--- src/timer_pkg.sv ---
// constants, field layout and carrier types of the sixteen-bit timer core
// assumes a byte-wide register port on the same clock as the timer
package timer_pkg;

    localparam int ADDR_W = 8;
    localparam int DATA_W = 8;

    // register offsets
    localparam logic [7:0] OFS_COUNT_LOW    = 8'hE2;
    localparam logic [7:0] OFS_COUNT_HIGH   = 8'hE3;
    localparam logic [7:0] OFS_CONTROL      = 8'hE4;
    localparam logic [7:0] OFS_CHAN0_CTL    = 8'hE5;

    // control/status field positions
    localparam int CTL_CHAN2_BIT = 7;
    localparam int CTL_CHAN1_BIT = 6;
    localparam int CTL_CHAN0_BIT = 5;
    localparam int CTL_WRAP_BIT  = 4;
    localparam int CTL_DIV_LSB   = 2;
    localparam int CTL_MODE_LSB  = 0;

    // channel 0 control field positions
    localparam int CH0_SEL_BIT   = 7;
    localparam int CH0_MASK_BIT  = 6;
    localparam int CH0_ACT_LSB   = 3;
    localparam int CH0_FUNC_BIT  = 2;
    localparam int CH0_EDGE_LSB  = 0;

    // values after reset, and the free-running top count
    localparam logic [7:0]  CONTROL_RESET = 8'h00;
    localparam logic [7:0]  CHAN0_RESET   = 8'h40;
    localparam logic [15:0] COUNT_RESET   = 16'h0000;
    localparam logic [15:0] COUNT_TOP     = 16'hFFFF;

    // prescaler: tick count masks for divide by 1, 8, 32, 128
    localparam int          PRE_W        = 7;
    localparam logic [6:0]  PRE_MASK_1   = 7'h00;
    localparam logic [6:0]  PRE_MASK_8   = 7'h07;
    localparam logic [6:0]  PRE_MASK_32  = 7'h1F;
    localparam logic [6:0]  PRE_MASK_128 = 7'h7F;

    // timer modes
    localparam logic [1:0] MODE_HOLD  = 2'h0;
    localparam logic [1:0] MODE_FREE  = 2'h1;
    localparam logic [1:0] MODE_MOD   = 2'h2;
    localparam logic [1:0] MODE_UPDN  = 2'h3;

    // compare actions
    localparam logic [2:0] ACT_SET     = 3'h0;
    localparam logic [2:0] ACT_CLEAR   = 3'h1;
    localparam logic [2:0] ACT_TOGGLE  = 3'h2;
    localparam logic [2:0] ACT_SET_UP  = 3'h3;
    localparam logic [2:0] ACT_CLR_UP  = 3'h4;

    typedef struct packed {
        logic [7:0] addr;
        logic [7:0] wdata;
        logic       wr;
        logic       rd;
    } bus_req_t;

    typedef struct packed {
        logic [15:0] cnt;
        logic [7:0]  holdHigh;
        logic [7:0]  ctl;
        logic [7:0]  ch0Ctl;
        logic [6:0]  pre;
        logic        down;
        logic        outLvl;
        logic [1:0]  pinSync;
        logic        pinPrev;
        logic [15:0] capVal;
        logic        capStb;
        logic        ch0Evt;
        logic [7:0]  rdData;
    } state_t;

endpackage

--- src/timer_core.sv ---
// sixteen-bit timer: counter, prescaler, mode control, pending flags, channel 0 control
// assumes tick, radio events and channel 1/2 events come from logic on clk;
// the capture pin is asynchronous and is synchronised here
`timescale 1ns/100ps
`default_nettype none

// What this block does
// - low byte read latches high byte
// - any low byte write clears counter
// - channel pending flags in bits 7:5
// - wrap flag at terminal count or zero turn
// - prescaler divides tick by 1/8/32/128
// - prescaler counter never reset by writes
// - mode 00 holds the counter
// - mode 01 counts 0 to FFFF, wraps
// - mode 10 counts 0 to match, restarts
// - mode 11 counts up then down
// - select bit picks pin or radio events
// - action field steers output on match
// - actions set, clear, toggle on match
// - action 011 set up, clear zero/down
// - action 100 clear up, set zero/down
// - bit 2 picks capture or compare
// - edge field picks capture edges
// - flags always set; request needs mask, enable
// - up/down compare: zero sets both flags
module timer_core (
    input  wire logic                clk,
    input  wire logic                resetn,
    input  wire logic                clkEn,
    input  wire timer_pkg::bus_req_t busReq,
    output logic [7:0]               rdData,
    input  wire logic                tick,
    input  wire logic                capturePin,
    input  wire logic [7:0]          radioEvent,
    input  wire logic [7:0]          radioEventMask,
    input  wire logic [15:0]         chan0MatchValue,
    input  wire logic                chan1Event,
    input  wire logic                chan2Event,
    input  wire logic                chan1IrqMask,
    input  wire logic                chan2IrqMask,
    input  wire logic                wrapIrqMask,
    input  wire logic                timerIrqEnable,
    output logic [15:0]              tallyValue,
    output logic                     countingDown,
    output logic                     chan0Out,
    output logic [15:0]              captureValue,
    output logic                     captureStrobe,
    output logic                     chan0Trigger,
    output logic                     irqReq
);

    timer_pkg::state_t s_r;
    timer_pkg::state_t s_nxt;

    logic [1:0]  mode;
    logic [1:0]  div;
    logic [2:0]  act;
    logic [1:0]  edgeSel;
    logic        cmpMode;
    logic [6:0]  preMask;
    logic        advance;
    logic [15:0] cntStep;
    logic        dirStep;
    logic        wrapEvt;
    logic        matchHit;
    logic        zeroHit;
    logic        rise;
    logic        fall;
    logic        capTrig;
    logic        ch0Set;
    logic        wrLow;
    logic        rdLow;
    logic        wrCtl;

    assign mode    = s_r.ctl[timer_pkg::CTL_MODE_LSB +: 2];
    assign div     = s_r.ctl[timer_pkg::CTL_DIV_LSB +: 2];
    assign act     = s_r.ch0Ctl[timer_pkg::CH0_ACT_LSB +: 3];
    assign edgeSel = s_r.ch0Ctl[timer_pkg::CH0_EDGE_LSB +: 2];
    assign cmpMode = s_r.ch0Ctl[timer_pkg::CH0_FUNC_BIT];
    assign wrLow   = busReq.wr && (busReq.addr == timer_pkg::OFS_COUNT_LOW);
    assign rdLow   = busReq.rd && (busReq.addr == timer_pkg::OFS_COUNT_LOW);
    assign wrCtl   = busReq.wr && (busReq.addr == timer_pkg::OFS_CONTROL);

    always_comb begin
        s_nxt = s_r;

        case (div)
            2'h0:    preMask = timer_pkg::PRE_MASK_1;
            2'h1:    preMask = timer_pkg::PRE_MASK_8;
            2'h2:    preMask = timer_pkg::PRE_MASK_32;
            default: preMask = timer_pkg::PRE_MASK_128;
        endcase
        // free-running on ticks; a new divider only waits for its mask to line up
        s_nxt.pre = tick ? s_r.pre + 7'h01 : s_r.pre;
        advance   = tick && ((s_r.pre & preMask) == preMask) &&
                    (mode != timer_pkg::MODE_HOLD);

        cntStep = s_r.cnt;
        dirStep = s_r.down;
        wrapEvt = 1'b0;
        case (mode)
            timer_pkg::MODE_FREE: begin
                wrapEvt = (s_r.cnt == timer_pkg::COUNT_TOP);
                cntStep = wrapEvt ? timer_pkg::COUNT_RESET : s_r.cnt + 16'h0001;
                dirStep = 1'b0;
            end
            timer_pkg::MODE_MOD: begin
                // >= so a match moved below the count still restarts at once
                wrapEvt = (s_r.cnt >= chan0MatchValue);
                cntStep = wrapEvt ? timer_pkg::COUNT_RESET : s_r.cnt + 16'h0001;
                dirStep = 1'b0;
            end
            timer_pkg::MODE_UPDN: begin
                if (!s_r.down) begin
                    if (s_r.cnt >= chan0MatchValue) begin
                        if (s_r.cnt == timer_pkg::COUNT_RESET) begin
                            wrapEvt = 1'b1;
                        end else begin
                            dirStep = 1'b1;
                            cntStep = s_r.cnt - 16'h0001;
                        end
                    end else begin
                        cntStep = s_r.cnt + 16'h0001;
                    end
                end else if (s_r.cnt == timer_pkg::COUNT_RESET) begin
                    wrapEvt = 1'b1;
                    dirStep = 1'b0;
                    cntStep = (chan0MatchValue == timer_pkg::COUNT_RESET) ?
                              timer_pkg::COUNT_RESET : 16'h0001;
                end else begin
                    cntStep = s_r.cnt - 16'h0001;
                end
            end
            default: begin
                cntStep = s_r.cnt;
            end
        endcase
        wrapEvt  = wrapEvt && advance;
        matchHit = advance && (cntStep == chan0MatchValue);
        zeroHit  = advance && (cntStep == timer_pkg::COUNT_RESET);

        if (advance) begin
            s_nxt.cnt  = cntStep;
            s_nxt.down = dirStep;
        end
        if (wrLow) begin
            s_nxt.cnt  = timer_pkg::COUNT_RESET;
            s_nxt.down = 1'b0;
        end

        // compare output; reserved codes leave it alone
        if (cmpMode) begin
            case (act)
                timer_pkg::ACT_SET: begin
                    if (matchHit) s_nxt.outLvl = 1'b1;
                end
                timer_pkg::ACT_CLEAR: begin
                    if (matchHit) s_nxt.outLvl = 1'b0;
                end
                timer_pkg::ACT_TOGGLE: begin
                    if (matchHit) s_nxt.outLvl = !s_r.outLvl;
                end
                timer_pkg::ACT_SET_UP: begin
                    if (matchHit && !s_r.down) s_nxt.outLvl = 1'b1;
                    else if (mode == timer_pkg::MODE_UPDN ? (matchHit && s_r.down) : zeroHit)
                        s_nxt.outLvl = 1'b0;
                end
                timer_pkg::ACT_CLR_UP: begin
                    if (matchHit && !s_r.down) s_nxt.outLvl = 1'b0;
                    else if (mode == timer_pkg::MODE_UPDN ? (matchHit && s_r.down) : zeroHit)
                        s_nxt.outLvl = 1'b1;
                end
                default: s_nxt.outLvl = s_r.outLvl;
            endcase
        end

        // capture path; first sync stage feeds only the second
        s_nxt.pinSync = {s_r.pinSync[0], capturePin};
        s_nxt.pinPrev = s_r.pinSync[1];
        rise    = s_r.pinSync[1] && !s_r.pinPrev;
        fall    = !s_r.pinSync[1] && s_r.pinPrev;
        capTrig = !cmpMode && (s_r.ch0Ctl[timer_pkg::CH0_SEL_BIT] ?
                  ((|(radioEvent & radioEventMask)) && (edgeSel != 2'h0)) :
                  ((edgeSel[0] && rise) || (edgeSel[1] && fall)));
        s_nxt.capStb = capTrig;
        if (capTrig) s_nxt.capVal = s_r.cnt;

        // channel 0 event: compare match, zero turn in up/down, or capture
        ch0Set = cmpMode ? ((mode == timer_pkg::MODE_UPDN) ? wrapEvt : matchHit)
                         : capTrig;
        s_nxt.ch0Evt = ch0Set;

        // register writes
        if (wrCtl) s_nxt.ctl = busReq.wdata;
        if (busReq.wr && busReq.addr == timer_pkg::OFS_CHAN0_CTL) s_nxt.ch0Ctl = busReq.wdata;
        // hardware sets after the write so a same-cycle event wins
        if (ch0Set)     s_nxt.ctl[timer_pkg::CTL_CHAN0_BIT] = 1'b1;
        if (chan1Event) s_nxt.ctl[timer_pkg::CTL_CHAN1_BIT] = 1'b1;
        if (chan2Event) s_nxt.ctl[timer_pkg::CTL_CHAN2_BIT] = 1'b1;
        if (wrapEvt)    s_nxt.ctl[timer_pkg::CTL_WRAP_BIT]  = 1'b1;

        // reads: data in the following cycle only
        s_nxt.rdData = 8'h00;
        if (busReq.rd) begin
            case (busReq.addr)
                timer_pkg::OFS_COUNT_LOW:  s_nxt.rdData = s_r.cnt[7:0];
                timer_pkg::OFS_COUNT_HIGH: s_nxt.rdData = s_r.holdHigh;
                timer_pkg::OFS_CONTROL:    s_nxt.rdData = s_r.ctl;
                timer_pkg::OFS_CHAN0_CTL:  s_nxt.rdData = s_r.ch0Ctl;
                default:                   s_nxt.rdData = 8'h00;
            endcase
        end
        if (rdLow) s_nxt.holdHigh = s_r.cnt[15:8];
    end

    always_ff @(posedge clk) begin
        if (!resetn) begin
            s_r        <= '0;
            s_r.cnt    <= timer_pkg::COUNT_RESET;
            s_r.ctl    <= timer_pkg::CONTROL_RESET;
            s_r.ch0Ctl <= timer_pkg::CHAN0_RESET;
        end else if (clkEn) begin
            s_r <= s_nxt;
        end
    end

    assign rdData        = s_r.rdData;
    assign tallyValue    = s_r.cnt;
    assign countingDown  = s_r.down;
    assign chan0Out      = s_r.outLvl;
    assign captureValue  = s_r.capVal;
    assign captureStrobe = s_r.capStb;
    assign chan0Trigger  = s_r.ch0Evt;
    // flags set regardless of masks; only the request is gated
    assign irqReq = timerIrqEnable && (
        (s_r.ctl[timer_pkg::CTL_CHAN0_BIT] && s_r.ch0Ctl[timer_pkg::CH0_MASK_BIT]) ||
        (s_r.ctl[timer_pkg::CTL_CHAN1_BIT] && chan1IrqMask) ||
        (s_r.ctl[timer_pkg::CTL_CHAN2_BIT] && chan2IrqMask) ||
        (s_r.ctl[timer_pkg::CTL_WRAP_BIT]  && wrapIrqMask));

    a_hold_latch: assert property (@(posedge clk) disable iff (!resetn)
        (clkEn && rdLow) |=> (s_r.holdHigh == $past(s_r.cnt[15:8])))
        else $error("high byte not held on low byte read");

    a_count_clear: assert property (@(posedge clk) disable iff (!resetn)
        (clkEn && wrLow) |=> (tallyValue == 16'h0000))
        else $error("counter not cleared by low byte write");

    a_suspend_hold: assert property (@(posedge clk) disable iff (!resetn)
        (mode == timer_pkg::MODE_HOLD && !wrLow) |=> $stable(tallyValue))
        else $error("counter moved while suspended");

    a_prescale_gate: assert property (@(posedge clk) disable iff (!resetn)
        (clkEn && !wrLow && !(tick && ((s_r.pre & preMask) == preMask)))
        |=> $stable(tallyValue))
        else $error("counter advanced off a prescaler edge");

    a_free_wrap: assert property (@(posedge clk) disable iff (!resetn)
        (clkEn && advance && !wrLow && mode == timer_pkg::MODE_FREE &&
         tallyValue == 16'hFFFF) |=> (tallyValue == 16'h0000 && s_r.ctl[4]))
        else $error("free-running wrap wrong");

    a_modulo_wrap: assert property (@(posedge clk) disable iff (!resetn)
        (clkEn && advance && !wrLow && mode == timer_pkg::MODE_MOD &&
         tallyValue == chan0MatchValue) |=> (tallyValue == 16'h0000))
        else $error("modulo restart wrong");

    a_updown_turn: assert property (@(posedge clk) disable iff (!resetn)
        (clkEn && advance && !wrLow && mode == timer_pkg::MODE_UPDN && !countingDown &&
         tallyValue == chan0MatchValue && tallyValue != 16'h0000)
        |=> (countingDown && tallyValue == $past(tallyValue) - 16'h0001))
        else $error("up/down turn at top wrong");

    a_zero_flags: assert property (@(posedge clk) disable iff (!resetn)
        (clkEn && wrapEvt && cmpMode && mode == timer_pkg::MODE_UPDN)
        |=> (s_r.ctl[5] && s_r.ctl[4] && chan0Trigger))
        else $error("zero turn did not set both flags");

    a_set_wins: assert property (@(posedge clk) disable iff (!resetn)
        (clkEn && wrCtl && chan1Event) |=> s_r.ctl[6])
        else $error("flag clear beat a hardware set");

    a_cmp_set: assert property (@(posedge clk) disable iff (!resetn)
        (clkEn && cmpMode && act == timer_pkg::ACT_SET && matchHit) |=> chan0Out)
        else $error("compare set action missed");

    a_irq_gate: assert property (@(posedge clk) disable iff (!resetn)
        irqReq |-> (timerIrqEnable && (|s_r.ctl[7:4])))
        else $error("request without enable or flag");

endmodule

`default_nettype wire

--- config.mk ---
export PLATFORM = sky130hd
export DESIGN_NAME = timer_core
export DESIGN_NICKNAME = d
export VERILOG_FILES = /design/src/timer_pkg.sv /design/src/timer_core.sv
export SDC_FILE = /design/constraint.sdc
export NUM_CORES = 1
export LEC_CHECK = 0
export BUFFER_PORTS_ARGS = -buffer_cell sky130_fd_sc_hd__buf_4
export CORE_UTILIZATION = 40
export DETAILED_ROUTE_END_ITERATION = 7
export SETUP_SLACK_MARGIN = 0.02
export SLEW_MARGIN = 20
export SYNTH_ARGS = -nofsm -noshare
export SYNTH_HDL_FRONTEND = slang
export SYNTH_SLANG_ARGS = --single-unit
--- constraint.sdc ---
create_clock -name clk -period 4.6 [get_ports clk]
set_clock_uncertainty 0.15 [all_clocks]
set_input_delay 1.15 -clock clk [delete_from_list [all_inputs] [get_ports clk]]
set_output_delay 1.15 -clock clk [all_outputs]
set_load 0.05 [all_outputs]
==> results.cfg, run 1 <==
[outcome]
outcome = complete, but fails checks
violations = DRC

[power_and_ir_drop]
p_clk_frac = 0.460
p_leak_uw = 0.00337
p_switching_uw = 371
seqPwrFrac = 0.441
swShare = 0.240
combPwrFrac = 0.100
peakVddDrop_uv = 158
p_int_uw = 1180
power_density_nw_per_um2 = 188
power_uw = 1550

[cells_and_area]
drive_above_1_share = 0.325
multi_input_area_um2 = 4360
nets = 986
fill_cells = 1370
seqCellArea_um2 = 1560
syn2layout_area_growth_pct = 34.7
n_antenna_cell = 0

[clocking]
cts_made_buffers = 9
cts_tree = yes
clock-sinks = 78
htree_num_levels = 3
clkLatencyLatePin_ps = 350
clock-root-buffer = clkbuf_16
clock_path_buffers = 2
clk_pin_slew_ps = 70

[logic_synthesis]
synthArstFlopShare = 0
ys.flop_type = dfxtp_1
syn_nets = 852
ys_seq_elements = 78
synth_cell_type_count = 75
yosysSeqAreaShare = 0.255
yosys_warnings = 0
synth_top_area_cell = dfxtp_1
syn_avg_cell_area_um2 = 7.97
synth.most_common_cell = dfxtp_1
synth-edff-count = 0
ys_top_cells_by_area = dfxtp_1 (26%), mux2i_1 (8.0%), nor2b_1 (5.7%), buf_4 (4.9%), ha_1 (4.9%)
synth_top_area_frac = 0.255
netlist_area_um2 = 6110
yosys-top-cells-count = dfxtp_1 (78), nand2_1 (62), nor2b_1 (56)
netlist_instances = 767

[worst_setup_path]
reg2reg_depth = 16
startpoint = chan0MatchValue[7]
rrSetupSlack_ps = 370
cp-end-kind = register
worstReg2RegStart = tallyValue[0]$_SDFFE_PN0P_
cp-endpoint = chan0Out$_SDFFE_PN0P_
path_class = primary input to register
cp_max_fo = 6
critPathArrivalTime_ps = 4660
required_ps = 4740
critPathLaunchType = primary input
r2r-end = chan0Out$_SDFFE_PN0P_

[timing]
grt_setup_unrepaired = yes
finalSetupViolCount = 0
period_share = 0.983
worst_slew_pin_slew_ps = 857
fmax_mhz = 221
max_slew_margin = 0.426
setup_slack_ps = 79.6
hold_viol_final = 0
min_period_ps = 4520
drv_slew = 0

[floorplan]
pin_count = 106
rows = 44
dieArea_um2 = 15800
die_w_um = 126
fp.dieH_um = 126
core_area_um2 = 14700
start_util = 0.416

[place]
hpwl_um = 16400
gp_congestion = 0.976
place_worst_setup_slack_ps = -515
io_buffers = 105

[route]
routedWlPerCell_um = 20.4
dr.pass1.iters = 7
drt_iter0_drc = 534
drtAntennaViolNets = 0
dr_total_vias = 6393
via_per_inst = 5.87
drc = 3
wl_um = 22200

[global_route]
grt_pass1_vias = 6273
grt.overflow.total = 0
grt_max_degree = 80
antenna_found_initial = 1
track_usage = 0.279
grt_first_pass_wirelength_um = 34200

[job]
drv_cap = 0

[hold_path]
holdPathStages = 2
hp-class = register to register
==> state kept, by name (all words and copies together) (netlist names) <==
name and cells:
s_r 22, countingDown 1, act 3, captureStrobe 1, rdData 8, captureValue 16, chan0Trigger 1, cmpMode 1
mode 2, div 2, s_nxt 2, tallyValue 16, chan0Out 1, edgeSel 2
==> through the flow <==
stage	utilization	instance area [um^2]	std cells	hold slack, ps	setup TNS [ps]
finish	0.560	8230	1090	325	0
floorplan	-	6120	767	285	0
global route	0.560	8230	1090	355	-77.3
detailed placement	0.500	7350	1063	309	-1260
CTS	0.537	7890	1086	319	0
global placement	0.500	7350	1063	300	-957
==> cells by family (layout without fill, tap and decap cells) <==
logic type,after synthesis,in the layout,synth area share
XOR/XNOR,23,23,0.0330
flip-flops,78,78,0.255
multiplexers,50,50,0.0821
buffers and inverters,118,257,0.0993
AND/OR/NAND/NOR,308,308,0.277
adder cells (fa/ha/maj),24,24,0.0491
AO/OA/AOI/OAI,166,166,0.204
==> layout by cell type (no fill, tap or decap), types with 4 or more instances in the layout <==
master / Yosys / routed
nor2_1: 39 / 38
and3_1: 10 / 9
o22ai_1: 11 / 10
and2_1: 9 / 9
nor3_4: 0 / 4
a21boi_0: 19 / 19
inv_4: 0 / 7
a21oi_1: 21 / 19
inv_1: 34 / 26
a22oi_1: 20 / 19
nand2b_1: 11 / 11
a31oi_1: 8 / 8
ha_1: 24 / 14
xor2_1: 5 / 5
mux2i_1: 49 / 47
or3_1: 9 / 7
nor2b_1: 56 / 56
o31ai_1: 6 / 6
nor4_4: 3 / 4
nor4_1: 13 / 13
clkbuf_16: 0 / 10
o21ai_0: 22 / 18
nand3_1: 37 / 36
buf_6: 1 / 13
or4_1: 5 / 5
xnor2_1: 18 / 15
nand2_1: 62 / 59
nor3_1: 23 / 21
buf_4: 40 / 190
dfxtp_1: 78 / 78
nand4_1: 14 / 14
ha_4: 0 / 10
==> worst max-delay path, stage by stage <==
cell and delay (ps):
buf_6 100, inv_4 50, ha_4 210, a21oi_4 170, o21ai_4 90, a2111o_1 470, buf_6 140, nor3_4 290
buf_12 170, nor3_4 40, a211o_1 390, xnor2_2 200, a2111oi_4 330, and4_4 300, a31oi_1 90, or3_1 340
o21ai_2 110
==> cell type report <==
| type | count | share of cell area |
|---|---|---|
| Tap cell | 184 | 0.0280 |
| Timing Repair Buffer | 207 | 0.200 |
| Clock inverter | 2 | 0.00167 |
| Sequential cell | 78 | 0.190 |
| Clock buffer | 14 | 0.0333 |
| Inverter | 34 | 0.0176 |
| Multi-Input combinational cell | 571 | 0.530 |
==> routing by layer <==
metal  track usage  wire, um  vias to the layer above
li1              -         -                     3013
met1         0.351      9320                     3049
met2         0.460     10500                      273
met3        0.0573      1550                       58
met4         0.128       863                        0
met5             0         0                        -
==> what timing repair did <==
item | in CTS | in global routing
pin swaps | 24 | 34
setup buffers | 7 | 4
setup endpoints to repair | 3 | 3
cloned | 0 | 1
hold buffers | 0 | 0
gates resized for setup | 38 | 56
==> how the worst min path moves through the flow <==
stage                                     from                    to  slack, ps
after CTS                 s_r[52]$_SDFFE_PN0P_  s_r[52]$_SDFFE_PN0P_        320
after global routing      s_r[52]$_SDFFE_PN0P_  s_r[52]$_SDFFE_PN0P_        350
after detailed placement  s_r[52]$_SDFFE_PN0P_  s_r[52]$_SDFFE_PN0P_        310
final                     s_r[52]$_SDFFE_PN0P_  s_r[52]$_SDFFE_PN0P_        320
after floorplan           s_r[50]$_SDFFE_PN0P_  s_r[50]$_SDFFE_PN0P_        290
after global placement    s_r[52]$_SDFFE_PN0P_  s_r[52]$_SDFFE_PN0P_        300
==> power groups by stage <==
stage          logic (uW)  clock network [uW]  registers, uW
6_report              154                 711            682
5_1_grt               166                 752            682
4_1_cts               144                 722            682
3_5_place_dp          132                   0            697
3_3_place_gp          129                   0            696
2_1_floorplan        61.1                   0            696
(Power assumes the default switching activity.)
==> inputs of run 2 (changes only) <==
- GPL_TIMING_DRIVEN: default -> 0
- clock period: 4.6 -> 4.07 ns (I/O delays scaled with it)
==> results.cfg, run 2 (same netlist as run 1, synthesis figures left out) <==
[clocking]
clock-sinks = 78
clock_path_buffers = 2
clock-root-buffer = clkbuf_16
clk_pin_slew_ps = 60
cts_tree = yes
clkLatencyLatePin_ps = 350
cts_made_buffers = 9
cts_hold_buf = 0
htree_num_levels = 3

[timing]
whs_ps = 325
finalSetupViolCount = 3
worst_slew_pin_slew_ps = 907
fmax_mhz = 221
setup_slack_ps = -453
min_period_ps = 4520
grt_setup_unrepaired = yes
drv_slew = 0
hold_viol_final = 0
period_share = 1.11
finalSetupTns_ps = -1270
max_slew_margin = 0.393

[global_route]
grt.overflow.total = 0
antenna_found_initial = 0
grt_pass1_vias = 6153
grt_max_degree = 14
grt_first_pass_wirelength_um = 35300
track_usage = 0.295

[route]
drc = 3
drt_iter0_drc = 590
dr.pass1.iters = 7
drtAntennaViolNets = 0
wl_um = 23200
routedWlPerCell_um = 21.1
via_per_inst = 5.92
dr_total_vias = 6512

[worst_setup_path]
reg2reg_depth = 17
critical_path.slowest_cell = a2111o_1
r2r-end = chan0Out$_SDFFE_PN0P_
path_class = primary input to register
rrSetupSlack_ps = -310
cp_max_fo = 6
worstReg2RegStart = tallyValue[14]$_SDFFE_PN0P_
critPathLaunchType = primary input
cpMostUsedCell = buf_6
critPathTopFamily = simple AND/OR/NAND/NOR gates
critical-path-max-stage-delay_ps = 500
critical_path.cell_chain = buf_6, inv_4, ha_4, nand4_1, buf_6, nor3_4, a2111o_1, buf_6, nor3_4, buf_6, buf_2, a211oi_1, nor3_2, xnor2_1, a211oi_1, and4_4, a31oi_1, or3_1, o21ai_2
cp-end-kind = register
required_ps = 4200
cp.buffers_inverters = 6
critPathArrivalTime_ps = 4650

[power_and_ir_drop]
peakVddDrop_uv = 216
p_leak_uw = 0.00326
power_density_nw_per_um2 = 210
power_uw = 1710

[floorplan]
rows = 44
start_util = 0.416
fp.dieH_um = 126
dieArea_um2 = 15800
core_area_um2 = 14700
pin_count = 106
die_w_um = 126

[cells_and_area]
final_common_cell = buf_4
layout_common_cells = buf_4 (162), dfxtp_1 (78), nand2_1 (58), nor2b_1 (55), mux2i_1 (46)
syn2layout_area_growth_pct = 33.1
design_area_um2 = 8130
final_cells = 1100
n_antenna_cell = 0
drive_above_1_share = 0.307
nets = 997
max_flop_register = s_r
largest_reg_flops = 22

[place]
postPlaceCellArea_um2 = 7240
gp_congestion = 0.961
hpwl_um = 17600
io_buffers = 102
placed_cells = 1053

[hold_path]
holdPathEnd = s_r[50]$_SDFFE_PN0P_
hold_start = s_r[50]$_SDFFE_PN0P_
holdPathStages = 2
hp-class = register to register

[outcome]
violations = DRC, setup timing
outcome = complete, but fails checks

[job]
drv_cap = 0
## run 2: cell count changes in the layout (fill, tap and decap cells not counted), sizes merged
cell	previous run	this run
clkinv	1	3
buf	206	183
clkinvlp	0	1
clkbuf	15	45
## run 2: area by class of cell
class	instances	area, um^2
Buffer	84	494
Clock buffer	10	239
Clock inverter	5	35.0
Fill cell	1400	6570
Inverter	34	153
Multi-Input combinational cell	571	4360
Sequential cell	78	1560
Tap cell	184	230
Timing Repair Buffer	134	1060
## run 2: per-layer routing
layer  vias up  global-route usage  part of all wire
li1       3044                   -                 -
met1      3123               0.376              0.43
met2       292               0.474              0.46
met3        53              0.0731             0.074
met4         0               0.123             0.036
met5         -                   0                 0
## run 2: what timing repair did
action / CTS / global route
resized for setup: 60 / 23
hold endpoints to repair: 0 / 0
buffers inserted: 25 / 9
pin swaps: 32 / 24
setup endpoints to repair: 3 / 11
gates cloned: 0 / 0
## run 2: how the worst max path moves through the flow
stage	endpoint	startpoint	depth (start not counted)	slack (ps)
after detailed placement	chan0Out$_SDFFE_PN0P_	chan0MatchValue[13]	16	-1310
final	chan0Out$_SDFFE_PN0P_	chan0MatchValue[12]	19	-450
after global routing	chan0Out$_SDFFE_PN0P_	chan0MatchValue[14]	18	-490
after CTS	chan0Out$_SDFFE_PN0P_	chan0MatchValue[13]	17	-380
after floorplan	chan0Out$_SDFFE_PN0P_	chan0MatchValue[1]	15	-240
after global placement	chan0Out$_SDFFE_PN0P_	chan0MatchValue[12]	16	-1320
## run 2: where the power goes
part           internal (uW)  switching [uW]  total [uW]
combinational           85.2            78.5         164
clock                    428             350         777
sequential               767            3.68         771
## run 2: per-stage QoR
stage                util  setup slack [ps]
detailed placement  0.493             -1310
CTS                 0.542              -376
global placement    0.492             -1320
global route        0.553              -490
finish              0.553              -453
floorplan               -              -236
## run 2: worst reg2reg max path, delay by kind of cell, from the launching register on
family / cells / cell delay (ps)
fa+ha+maj: 1 / 280
buf+inv: 4 / 680
compound gates: 5 / 1080
xor+xnor: 1 / 110
flops: 1 / 610
simple gates: 6 / 1400
==> inputs of run 3 (changes only) <==
- clock period: 4.07 -> 5.7 ns (I/O delays scaled with it)
==> results.cfg, run 3 (same netlist as run 1, synthesis figures left out) <==
[outcome]
outcome = complete, but fails checks
violations = DRC

[timing]
finalSetupTns_ps = 0
hold_viol_final = 0
grt_setup_unrepaired = no
min_period_ps = 5570
setup_slack_ps = 133
finalSetupViolCount = 0
max_slew_margin = 0.380
fmax_mhz = 180
drv_slew = 0
worst_slew_pin_slew_ps = 926
period_share = 0.977

[global_route]
grt_max_degree = 16
track_usage = 0.290
antenna_found_initial = 0
grt_pass1_vias = 6149
grt_first_pass_wirelength_um = 34900
grt.overflow.total = 0

[route]
drc = 4
routedWlPerCell_um = 21.2
wl_um = 22700
dr_total_vias = 6398
dr.pass1.iters = 8
via_per_inst = 5.99
drtAntennaViolNets = 0
drt_iter0_drc = 600

[worst_setup_path]
cp_max_fo = 10
cp-end-kind = register
required_ps = 5840
critical-path-max-stage-delay_ps = 500
critical_path.slowest_cell = nor3_2
critPathLaunchType = primary input
critPathArrivalTime_ps = 5700
startpoint = chan0MatchValue[13]
path_class = primary input to register
critical_path.cell_chain = buf_4, inv_1, ha_1, nand4_1, nor3_2, a2111o_1, or3_1, buf_6, buf_2, mux2i_1, o311ai_2, xnor2_1, a2111oi_0, and4_1, a31oi_1, or3_1, o21ai_2
cpMostUsedCell = or3_1
worstReg2RegStart = tallyValue[0]$_SDFFE_PN0P_
reg2reg_depth = 15

[floorplan]
core_area_um2 = 14700
rows = 44
start_util = 0.416
die_w_um = 126
dieArea_um2 = 15800
fp.dieH_um = 126
pin_count = 106

[cells_and_area]
drive_above_1_share = 0.214
layout_common_cells = buf_4 (142), dfxtp_1 (78), nand2_1 (62), nor2b_1 (56), mux2i_1 (49)
final_common_cell = buf_4
fill_cells = 1453
largest_reg_flops = 22
max_flop_register = s_r
finish.utilization = 0.505
n_antenna_cell = 0
nets = 965
syn2layout_area_growth_pct = 21.4

[clocking]
clock-root-buffer = clkbuf_16
htree_num_levels = 3
cts_made_buffers = 9
clkLatencyLatePin_ps = 360
clock_path_buffers = 2
clock-sinks = 78
cts_hold_buf = 0
clk_pin_slew_ps = 60
cts_tree = yes

[hold_path]
holdPathStages = 2
hp-class = register to register
hold_start = s_r[52]$_SDFFE_PN0P_

[job]
drv_cap = 0

[place]
io_buffers = 102
hpwl_um = 17500
gp_congestion = 0.968
place_worst_setup_slack_ps = -168

[power_and_ir_drop]
p_leak_uw = 0.00304
power_density_nw_per_um2 = 164
peakVddDrop_uv = 140
-- run 3: cell count changes in the layout (fill, tap and decap cells not counted), moves of 5 or more --
| cell | change |
|---|---|
| ha_4 | -8 |
| buf_6 | -11 |
| ha_1 | +9 |
| o21ai_0 | +5 |
| inv_1 | +9 |
| buf_4 | -20 |
-- run 3: final cells by class --
cell class	instances	area [um^2]	share of cell area
plain buffers	84	479	0.0646
clock buffers	9	225	0.0304
clock inverters	7	57.6	0.00776
inverters	34	128	0.0172
multi-input cells	571	3970	0.535
flip-flops and latches	78	1560	0.210
well taps	184	230	0.0310
repair buffers	102	766	0.103
-- run 3: worst paths after layout --
path / to / slack (ps)
worst max register to register: chan0Out$_SDFFE_PN0P_ / 640
worst min-delay path: s_r[52]$_SDFFE_PN0P_ / 320
worst max-delay path: chan0Out$_SDFFE_PN0P_ / 130
worst min register to register: s_r[52]$_SDFFE_PN0P_ / 320
-- run 3: report_power, final --
part	internal [uW]	leakage [uW]	switching, uW
clock network	301	0.000134	267
logic	52.3	0.00227	50.1
registers	547	0.000629	2.46
total	900	0.00304	319
-- run 3: what timing repair did --
action,in CTS,in global routing
setup buffers,0,0
gates resized for setup,0,3
endpoints found under the setup margin,0,2
-- run 3: through the flow --
stage,cells,total power (uW),hold slack [ps],area [um^2]
global route,1069,1260,337,7420
CTS,1069,1230,318,7400
floorplan,767,611,285,6110
detailed placement,1053,664,309,7110
finish,1069,1220,321,7420
global placement,1053,661,309,7110
-- run 3: layer usage --
layer  up-vias  share of wire  global-route usage
met4         0          0.035               0.120
li1       2975              -                   -
met3        65          0.081              0.0582
met2       320           0.45               0.467
met5         -              0                   0
met1      3038           0.43               0.378
-- run 3: critical path: cells and delay by family --
family / cells / cell delay (ps)
muxes: 1 / 260
AOI/OAI and AO/OA: 5 / 1190
adders and majority gates: 1 / 300
buffers and inverters: 4 / 550
xor gates and xnor gates: 1 / 220
and+or+nand+nor: 5 / 1750
